$ cat config.mk
export PLATFORM = sky130hd
export DESIGN_NAME = cms_sequencer
export DESIGN_NICKNAME = d
export VERILOG_FILES = /design/src/hw/cms_pkg.sv /design/src/hw/cms_sequencer.sv
export VERILOG_INCLUDE_DIRS = /design/src /design/src/hw
export SDC_FILE = /design/constraint.sdc
export NUM_CORES = 1
export LEC_CHECK = 0
export BUFFER_PORTS_ARGS = -buffer_cell sky130_fd_sc_hd__buf_2
export CORE_MARGIN = 4
export CORE_UTILIZATION = 33
export DETAILED_ROUTE_END_ITERATION = 8
export GPL_TIMING_DRIVEN = 0
export SLEW_MARGIN = 10
export SYNTH_ARGS = -nofsm -noshare
export SYNTH_HDL_FRONTEND = slang
export SYNTH_SLANG_ARGS = --single-unit
$ cat constraint.sdc
create_clock -name clock -period 2.33 [get_ports clock]
set_input_delay 0.1165 -clock clock [delete_from_list [all_inputs] [get_ports clock]]
set_output_delay 0.1165 -clock clock [all_outputs]
set_load 0.05 [all_outputs]
$ cat src/hw/cms_defines.svh
// timing and width constants for the configuration mode sequencer
`ifndef CMS_DEFINES_SVH
`define CMS_DEFINES_SVH
`define CMS_CLK_MHZ          200
`define CMS_POR_LONG_MS      100
`define CMS_POR_SHORT_MS     12
`define CMS_POR_LONG_CYC     (`CMS_POR_LONG_MS * 1000 * `CMS_CLK_MHZ)
`define CMS_POR_SHORT_CYC    (`CMS_POR_SHORT_MS * 1000 * `CMS_CLK_MHZ)
`define CMS_CNT_W            25
`define CMS_INIT_CYC         16
`define CMS_DATA_W           8
`endif

$ cat src/hw/cms_pkg.sv
// types for the configuration mode sequencer
`default_nettype none
package cms_pkg;
  typedef enum logic [2:0] {
    CMS_POR,
    CMS_WAIT_REQ,
    CMS_LOAD,
    CMS_INIT,
    CMS_USER
  } cms_state_t;
  typedef enum logic [1:0] {
    CMS_LOAD_FAST_PARALLEL,
    CMS_LOAD_ACTIVE_SERIAL,
    CMS_LOAD_PASSIVE_SERIAL,
    CMS_LOAD_PARALLEL_ASYNC
  } cms_scheme_t;
endpackage
`default_nettype wire

$ cat src/hw/cms_sequencer.sv
// power-up, configuration, initialization and user mode sequencer
`timescale 1ns/1ps
`default_nettype none
`include "cms_defines.svh"
// Behaviour
// - After every reset the device loads a full configuration before it can enter user mode; the code ends loading once cfg_last is high, even with no data.
// - After configuration an initialization phase clears user registers; I/O is enabled in the same cycle that user logic starts.
// - User I/O stays high impedance during power-up, before and throughout configuration.
// - Configuration and initialization form command mode; user mode follows only after it.
// - A reconfiguration request forces the device back into command mode to reload and reinitialize.
// - The power-on delay is 100 ms with the delay select low and 12 ms with it high.
// - Before and during configuration weak pull-ups are off when the disable input is high, on when low.
// - Compressed data is expanded on the fly as it arrives, without storing the whole image.
// - Data may arrive serially or in parallel, synchronously or by an asynchronous write strobe.
module cms_sequencer #(
  parameter int unsigned POR_LONG_CYC  = `CMS_POR_LONG_CYC,
  parameter int unsigned POR_SHORT_CYC = `CMS_POR_SHORT_CYC
) (
  input  wire logic                   clock,
  input  wire logic                   sys_rst,
  input  wire logic                   power_on_delay_select,
  input  wire logic                   preconfig_pullup_disable,
  input  wire logic                   reconfig_request_n,
  input  wire logic [1:0]             load_scheme,
  input  wire logic                   compressed,
  input  wire logic                   cfg_clk,
  input  wire logic                   cfg_wr_n,
  input  wire logic [`CMS_DATA_W-1:0] cfg_data,
  input  wire logic                   cfg_last,
  output logic                        command_mode,
  output logic                        user_mode,
  output logic                        io_oe_n,
  output logic                        weak_pullup_en,
  output logic                        user_reg_clear,
  output logic                        cfg_byte_valid,
  output logic [`CMS_DATA_W-1:0]      cfg_byte,
  output logic                        config_done
);
  // two-stage synchronisers for pins
  logic [1:0] rq_s_q, dsel_s_q, pud_s_q, clk_s_q, wr_s_q, last_s_q;
  logic [1:0] rq_s_d, dsel_s_d, pud_s_d, clk_s_d, wr_s_d, last_s_d;
  logic [`CMS_DATA_W-1:0] data_s0_q, data_s1_q, data_s0_d, data_s1_d;
  logic clk_prev_q, clk_prev_d, wr_prev_q, wr_prev_d, rq_prev_q, rq_prev_d;

  always_comb begin
    rq_s_d     = {rq_s_q[0], reconfig_request_n};
    dsel_s_d   = {dsel_s_q[0], power_on_delay_select};
    pud_s_d    = {pud_s_q[0], preconfig_pullup_disable};
    clk_s_d    = {clk_s_q[0], cfg_clk};
    wr_s_d     = {wr_s_q[0], cfg_wr_n};
    last_s_d   = {last_s_q[0], cfg_last};
    data_s0_d  = cfg_data;
    data_s1_d  = data_s0_q;
    clk_prev_d = clk_s_q[1];
    wr_prev_d  = wr_s_q[1];
    rq_prev_d  = rq_s_q[1];
  end

  // no reset: pins settle while reset is held, so the first power-on
  // count sees the real select and pull-up levels, and no false edge follows
  always_ff @(posedge clock) begin
    rq_s_q     <= rq_s_d;
    dsel_s_q   <= dsel_s_d;
    pud_s_q    <= pud_s_d;
    clk_s_q    <= clk_s_d;
    wr_s_q     <= wr_s_d;
    last_s_q   <= last_s_d;
    data_s0_q  <= data_s0_d;
    data_s1_q  <= data_s1_d;
    clk_prev_q <= clk_prev_d;
    wr_prev_q  <= wr_prev_d;
    rq_prev_q  <= rq_prev_d;
  end

  // falling edge of the reconfiguration request
  wire logic rq_fall = rq_prev_q & ~rq_s_q[1];
  wire logic rq_low  = ~rq_s_q[1];

  // one sample strobe per scheme
  function automatic logic scheme_strobe(input logic [1:0] sch, input logic ck_rise,
                                         input logic wr_rise);
    if (sch == cms_pkg::CMS_LOAD_PARALLEL_ASYNC) begin
      scheme_strobe = wr_rise;
    end else begin
      scheme_strobe = ck_rise;
    end
  endfunction

  cms_pkg::cms_state_t state_q, state_d;
  logic [`CMS_CNT_W-1:0] cnt_q, cnt_d;
  logic dsel_q, dsel_d, pud_q, pud_d;
  logic [1:0] sch_q, sch_d;
  logic cmp_q, cmp_d;
  logic [2:0] bit_q, bit_d;
  logic [`CMS_DATA_W-1:0] sh_q, sh_d, byte_q, byte_d;
  logic bv_q, bv_d, done_q, done_d;
  // run-length expander: a zero byte with a count byte repeats the previous byte
  logic rle_esc_q, rle_esc_d;
  logic [`CMS_DATA_W-1:0] rle_rep_q, rle_rep_d, prev_q, prev_d;

  logic strobe, serial;
  logic [`CMS_DATA_W-1:0] word;
  logic word_ok;

  always_comb begin
    state_d   = state_q;
    cnt_d     = cnt_q;
    dsel_d    = dsel_q;
    pud_d     = pud_q;
    sch_d     = sch_q;
    cmp_d     = cmp_q;
    bit_d     = bit_q;
    sh_d      = sh_q;
    byte_d    = byte_q;
    bv_d      = 1'b0;
    done_d    = done_q;
    rle_esc_d = rle_esc_q;
    rle_rep_d = rle_rep_q;
    prev_d    = prev_q;
    word      = data_s1_q;
    word_ok   = 1'b0;
    serial    = (sch_q == cms_pkg::CMS_LOAD_ACTIVE_SERIAL) ||
                (sch_q == cms_pkg::CMS_LOAD_PASSIVE_SERIAL);
    strobe    = scheme_strobe(sch_q, clk_s_q[1] & ~clk_prev_q, wr_s_q[1] & ~wr_prev_q);
    case (state_q)
      cms_pkg::CMS_POR: begin
        if (cnt_q == '0) begin
          dsel_d = dsel_s_q[1];
          pud_d  = pud_s_q[1];
        end
        cnt_d = cnt_q + 1'b1;
        if ((dsel_q && cnt_q >= POR_SHORT_CYC[`CMS_CNT_W-1:0] - 1'b1) ||
            (!dsel_q && cnt_q >= POR_LONG_CYC[`CMS_CNT_W-1:0] - 1'b1)) begin
          state_d = cms_pkg::CMS_WAIT_REQ;
          cnt_d   = '0;
        end
      end
      cms_pkg::CMS_WAIT_REQ: begin
        if (!rq_low) begin
          state_d   = cms_pkg::CMS_LOAD;
          pud_d     = pud_s_q[1];
          sch_d     = load_scheme;
          cmp_d     = compressed;
          bit_d     = '0;
          rle_esc_d = 1'b0;
          done_d    = 1'b0;
        end
      end
      cms_pkg::CMS_LOAD: begin
        if (strobe) begin
          if (serial) begin
            sh_d  = {data_s1_q[0], sh_q[`CMS_DATA_W-1:1]};
            bit_d = bit_q + 1'b1;
            word  = {data_s1_q[0], sh_q[`CMS_DATA_W-1:1]};
            word_ok = (bit_q == 3'h7);
          end else begin
            word_ok = 1'b1;
          end
        end
        if (word_ok) begin
          if (!cmp_q) begin
            byte_d = word;
            bv_d   = 1'b1;
          end else if (rle_esc_q) begin
            rle_esc_d = 1'b0;
            rle_rep_d = word;
          end else if (word == 8'h00) begin
            rle_esc_d = 1'b1;
          end else begin
            byte_d = word;
            prev_d = word;
            bv_d   = 1'b1;
          end
        end else if (rle_rep_q != '0) begin
          byte_d    = prev_q;
          bv_d      = 1'b1;
          rle_rep_d = rle_rep_q - 1'b1;
        end
        if (last_s_q[1] && !word_ok && rle_rep_q == '0 && !rle_esc_q) begin
          state_d = cms_pkg::CMS_INIT;
          cnt_d   = '0;
        end
      end
      cms_pkg::CMS_INIT: begin
        cnt_d = cnt_q + 1'b1;
        if (cnt_q == `CMS_INIT_CYC - 1) begin
          state_d = cms_pkg::CMS_USER;
          done_d  = 1'b1;
        end
      end
      cms_pkg::CMS_USER: begin
        done_d = 1'b1;
      end
      default: state_d = cms_pkg::CMS_POR;
    endcase
    if (rq_fall && state_q != cms_pkg::CMS_POR) begin
      state_d = cms_pkg::CMS_WAIT_REQ;
      done_d  = 1'b0;
      cnt_d   = '0;
    end
  end

  always_ff @(posedge clock) begin
    if (sys_rst) begin
      state_q   <= cms_pkg::CMS_POR;
      cnt_q     <= '0;
      dsel_q    <= 1'b0;
      pud_q     <= 1'b0;
      sch_q     <= 2'h0;
      cmp_q     <= 1'b0;
      bit_q     <= 3'h0;
      sh_q      <= '0;
      byte_q    <= '0;
      bv_q      <= 1'b0;
      done_q    <= 1'b0;
      rle_esc_q <= 1'b0;
      rle_rep_q <= '0;
      prev_q    <= '0;
    end else begin
      state_q   <= state_d;
      cnt_q     <= cnt_d;
      dsel_q    <= dsel_d;
      pud_q     <= pud_d;
      sch_q     <= sch_d;
      cmp_q     <= cmp_d;
      bit_q     <= bit_d;
      sh_q      <= sh_d;
      byte_q    <= byte_d;
      bv_q      <= bv_d;
      done_q    <= done_d;
      rle_esc_q <= rle_esc_d;
      rle_rep_q <= rle_rep_d;
      prev_q    <= prev_d;
    end
  end

  always_comb begin
    user_mode      = (state_q == cms_pkg::CMS_USER);
    command_mode   = !user_mode;
    io_oe_n        = !user_mode;
    weak_pullup_en = command_mode && !pud_q;
    user_reg_clear = (state_q == cms_pkg::CMS_INIT);
    cfg_byte_valid = bv_q;
    cfg_byte       = byte_q;
    config_done    = done_q;
  end
endmodule
`default_nettype wire

# [Word level (Yosys, flattened, before mapping)]
# Cells that the tools add are included.
[classes] add_sub_neg=3 magnitude_cmp=2 n_eq_ne=27 muxes=45 n_bitwise=10 reduce_logical=40
[ops] operator="$mux 8" n=12
[ops] operator="$pmux 25 s3" n=1
[ops] operator="$mux 25" n=2
[ops] operator="$add 25x1->25 const B" n=1
[ops] operator="$eq 25x4->1 const B" n=1
[ops] operator="$ge 25x22->1 const B" n=1
[ops] operator="$ge 25x25->1 const B" n=1
[ops] operator="$logic_not 25->1" n=1
[ops] operator="$mux 3" n=7
[ops] operator="$mux 1" n=18
[ops] operator="$ne 2x2->1 const B" n=9
[ops] operator="$logic_not 8->1" n=2
[ops] operator="$reduce_and 4->1" n=4
[ops] operator="$ne 3x3->1 const B" n=5
[ops] operator="$pmux 3 s5" n=1
[ops] operator="$reduce_and 5->1" n=3
[ops] operator="$reduce_and 3->1" n=3
[ops] operator="$reduce_bool 3->1" n=3
[ops] operator="$reduce_bool 8->1" n=1
[ops] operator="$sub 8x1->8 const B" n=1
[ops] operator="$logic_and 1x1->1" n=7
[ops] operator="$not 1->1" n=7
[ops] operator="$eq 3x2->1 const B" n=2
[ops] operator="$eq 3x3->1 const B" n=2
[ops] operator="other kinds (16)" n=32
[word_totals] regBits=102 input_bits=19 output_inout_bits=15

# [Depth between registers and ports, before layout]
[logic_depth] word_depth=12 depth_mapped=10 depth_no_buf=8

# [Least setup slack after synthesis]
# No wires, ideal clock.
[synth_path] kind="reg-to-output" from="register state_q[1]" to="output weak_pullup_en" arrival_time_ns=2.166 required_ns=2.214 setup_slack_ns=0.048 stages_incl_launch_ff=6 n_path_buf=1 cell_sequence="dfxtp_1 > buf_2 > inv_1 > nand3b_1 > inv_1 > nor2_1"
[synth_via] elab_chain_len=3
[synth_lines] item="start, declared" line_no="cms_sequencer.sv:89" source="cms_pkg::cms_state_t state_q, state_d;"
[synth_lines] item="start signal, assigned" line_no="cms_sequencer.sv:205" source="state_q <= cms_pkg::CMS_POR;"
[synth_lines] item="start signal, assigned" line_no="cms_sequencer.sv:220" source="state_q <= state_d;"
[synth_lines] item="$eq 3x3->1" line_no="cms_sequencer.sv:238" source="user_mode = (state_q == cms_pkg::CMS_USER);"
[synth_lines] item="$logic_not 1->1" line_no="cms_sequencer.sv:239" source="command_mode = !user_mode;"
[synth_lines] item="net command_mode" line_no="cms_sequencer.sv:30" source="output logic command_mode,"
[synth_lines] item="$logic_and 1x1->1" line_no="cms_sequencer.sv:241" source="weak_pullup_en = command_mode && !pud_q;"
[synth_lines] item="end, declared" line_no="cms_sequencer.sv:33" source="output logic weak_pullup_en,"
# The timed path passes the listed nets, and every way through them passes these cells.

# [Worst setup path after layout]
[layout_path] from="register cnt_q[1]" to="register cnt_q[21]"
[layout_via] elab_chain_len=5 word_cells_on_any_way=8 classes_between="add/sub: 1; order compare: 2; mux: 2; reduce/logical: 3"
[layout_lines] item="start, declared" line_no="cms_sequencer.sv:90" source="logic [`CMS_CNT_W-1:0] cnt_q, cnt_d;"
[layout_lines] item="start signal, assigned" line_no="cms_sequencer.sv:221" source="cnt_q <= cnt_d;"
[layout_lines] item="$ge 25x22->1 / $ge 25x25->1 (equally long branches)" line_no="cms_sequencer.sv:132, cms_sequencer.sv:133"
[layout_lines] item="$logic_and 1x1->1, on equally long branches" line_no="cms_sequencer.sv:132, cms_sequencer.sv:133"
[layout_lines] item="$logic_or 1x1->1" line_no="cms_sequencer.sv:132" source="if ((dsel_q && cnt_q >= POR_SHORT_CYC[`CMS_CNT_W-1:0] - 1'b1) ||"
[layout_lines] item="$mux 25" line_no="cms_sequencer.sv:132"
[layout_lines] item="$pmux 25 s3 *" line_no="cms_sequencer.sv:125" source="case (state_q)"
# Mark *: on every way between the ends. The rest lies on a longest branch, timed or not.
# A chain may end at the register's enable or synchronous reset.

==> metrics.txt <==
status finished clean; Worst Setup SP cnt_q[1]; vias in the first global route 3809; CTS buffer count 9; register area share after synthesis 42.8%; DPL Wire Length 7790 um; Warnings, synthesis 0; CORE AREA 13900 um2; clk sinks 101; Initial DRC Count 179; Die Y 128 um; first-pass GRT wire length 18500 um; Nets 614; Unique masters post-synth 67; gr ovfl total 0; Final Hold Fails 0; Top FF cell, synth dfxtp_1; drc violations 0; die area 16300 um2; CP Capture Point cnt_q[21]; cell depth of the worst flop-to-flop path 10; GRT Overall Usage 14.1%; r2r startpoint cnt_q[1]; Least-Margin Pin Slew 712 ps; EDFF count, synth 0; worst vdd ir 0.513 mV; pins over their slew limit 0; mapped cell area 4720 um2; Worst path top cell family by delay compound AO/OA/AOI/OAI gates; min-delay worst type primary input to register; Layout area overhead 22.0%; ratio of final minimum period to clock period 96.2%; fillers 1336; Syn Inst Count 518; root buf cell clkbuf_16; Setup Skew 10.2 ps; Port Buffers 33; RSZ-0062 raised after global routing true; most frequent cell after synthesis dfxtp_1; delay of the slowest critical-path stage 370 ps; Max-Cap Viols 0; RR Endpoint cnt_q[21]; average wire per standard cell 14.1 um; worst rel slew slack 52.1%; Buf+Inv Stages, Crit Path 3; asr flop ratio synth 0%; CP Depth 10; Yosys reg bits 101; vias per cell 5.09; Avg Cell Area, Syn 9.11 um2; CTS Buffer Depth 2; DP Area 5110 um2; Tmin final 2240 ps; final WL 10900 um; cell row count 43; final RePlAce weighted congestion 0.829; worst path arrival time 2490 ps; post-synth top area cell dfxtp_1; largest net degree at the start of global routing 18; iteration count of the initial detailed-routing pass 5; IO Pins 34; initial core utilization 33.9%; crit end category register; vias post-DR 3934; crit path cell chain ha_2 -> and3_1 -> clkbuf_4 -> o21ai_2 -> a211o_1 -> and3b_4 -> a211oi_4 -> buf_4 -> clkbuf_4 -> nor2_1; Pleak 2.25 nW; most used cell, CP clkbuf_4; Worst path slowest cell dfxtp_2; H-tree depth 3; Final setup violation count 0; Mapped Nets 544; Worst Setup Path Type register to register; Req. time, crit path 2580 ps; synth top area cells dfxtp_1 (43%), nor2_1 (5.0%), mux2i_1 (4.7%); WHS 169 ps; Startpoint Class register; later-pin clock latency in the skew report 350 ps; antenna violations before repair 0; Power Dens Cells 695 nW/um2; synth cell count leaders dfxtp_1 (101), nor2_1 (63), nand2_1 (46); # diodes 0; Clk pin slew, worst setup/hold paths 70 ps; die width 128 um; Final ANT Viol Nets 0; Synth top area share 42.8%; layout cells sized above 1 22.6%; CTS tree yes; Reg2Reg Setup Slack 90 ps; FMAX 446 MHz; design area 5760 um2; worst-path fanout max 6
==> repair_timing <==
item,CTS,global route
pin swaps,1,3
buffers inserted,2,5
cloned,0,2
endpoints found under the hold margin,17,0
gates resized for setup,4,25
setup endpoints to repair,25,45
hold buffers,17,0
==> worst min-delay path by stage <==
stage / startpoint / endpoint / cells after the start / slack (ps)
floorplan: cfg_clk / clk_s_q[0] / 0 / 140
global placement: cfg_wr_n / wr_s_q[0] / 1 / 220
detailed placement: preconfig_pullup_disable / pud_s_q[0] / 1 / 220
CTS: sys_rst / config_done / 3 / 150
global route: sys_rst / config_done / 3 / 190
finish: sys_rst / config_done / 3 / 170
==> where the power goes <==
group          leakage, nW  switching (mW)  internal (mW)
clock network        0.136           0.666          0.840
logic                 1.28           0.364          0.274
registers            0.828          0.0538           1.80
==> metal layers <==
layer | share of wire [%] | vias to the layer above | wire, um | track usage, %
li1 | - | 1984 | - | -
met1 | 46 | 1846 | 5020 | 18.1
met2 | 48 | 87 | 5190 | 22.5
met3 | 3.6 | 17 | 389 | 2.55
met4 | 2.7 | 0 | 289 | 7.74
met5 | 0 | - | 0 | 0
==> per-stage QoR <==
| stage | power [mW] | instances | setup TNS [ps] | worst slack (ps) | util [%] |
|---|---|---|---|---|---|
| after floorplan | 2.31 | 518 | 0 | 47.6 | - |
| after global routing | 4.21 | 773 | -78.5 | -37.4 | 41.3 |
| final | 4.00 | 773 | 0 | 87.4 | 41.3 |
| after CTS | 4.01 | 766 | -48.5 | -22.1 | 40.3 |
| after global placement | 2.44 | 731 | -190 | -16.9 | 36.7 |
| after detailed placement | 2.46 | 731 | -1170 | -60.0 | 36.7 |
==> registers in the layout, summed over array words and instances, names as in the netlist, 2 cells and up <==
name	count
bit_q	3
rq_s_q	2
state_q	3
last_s_q	2
data_s1_q	8
rle_rep_q	8
cnt_q	25
sh_q	7
prev_q	8
clk_s_q	2
pud_s_q	2
cfg_byte	8
sch_q	2
data_s0_q	8
wr_s_q	2
dsel_s_q	2
==> cell families (layout without fill, tap and decap cells) <==
logic type	after synthesis	after routing	synth area share [%]
AO/OA/AOI/OAI	85	85	12.0
AND/OR/NAND/NOR	234	234	27.8
XOR/XNOR	25	25	4.64
adder cells (fa/ha/maj)	7	7	1.86
buffers and inverters	43	118	5.94
flip-flops	101	101	42.8
multiplexers	23	23	4.90
==> cells in the final DEF, fill, tap and decap left out, types with 3 or more instances in the layout <==
cell type and count:
dlygate4sd3_1 17, a31oi_1 5, nor3_1 16, or2_2 4
nor4b_2 3, dfxtp_2 4, nor3_2 3, or3_1 6
nand3b_1 10, a211o_1 3, clkinvlp_4 3, nor2_1 62
ha_1 4, nand4_1 8, and3_1 4, and4_1 3
o31ai_1 5, o21a_1 3, and4b_1 3, xnor2_1 20
buf_4 12, mux2i_1 19, nor4_1 19, inv_1 9
buf_6 11, clkbuf_16 9, nand2b_1 3, dfxtp_1 97
clkbuf_1 7, a211oi_1 9, a21oi_1 26, nor4_2 5
nand3_1 12, buf_2 42, o21ai_0 16, xor2_1 5
nor2b_1 4, nand2_1 46, o21ai_2 3
==> worst register-to-register path: stages, from the launching register on <==
cell and delay (ps):
dfxtp_2 370, ha_2 220, and3_1 150, clkbuf_4 170
o21ai_2 70, a211o_1 330, and3b_4 200, a211oi_4 190
buf_4 190, clkbuf_4 190, nor2_1 50
==> cell type report <==
cell class	instances	area (um2)	area share [%]
Timing Repair Buffer	59	400	6.96
Sequential cell	101	2030	35.2
Tap cell	180	225	3.91
Multi-Input combinational cell	374	2520	43.7
Clock inverter	6	70.1	1.22
Inverter	9	33.8	0.587
Clock buffer	10	229	3.98
Buffer	34	255	4.43
No activity file was read; power rests on OpenSTA's default activity.
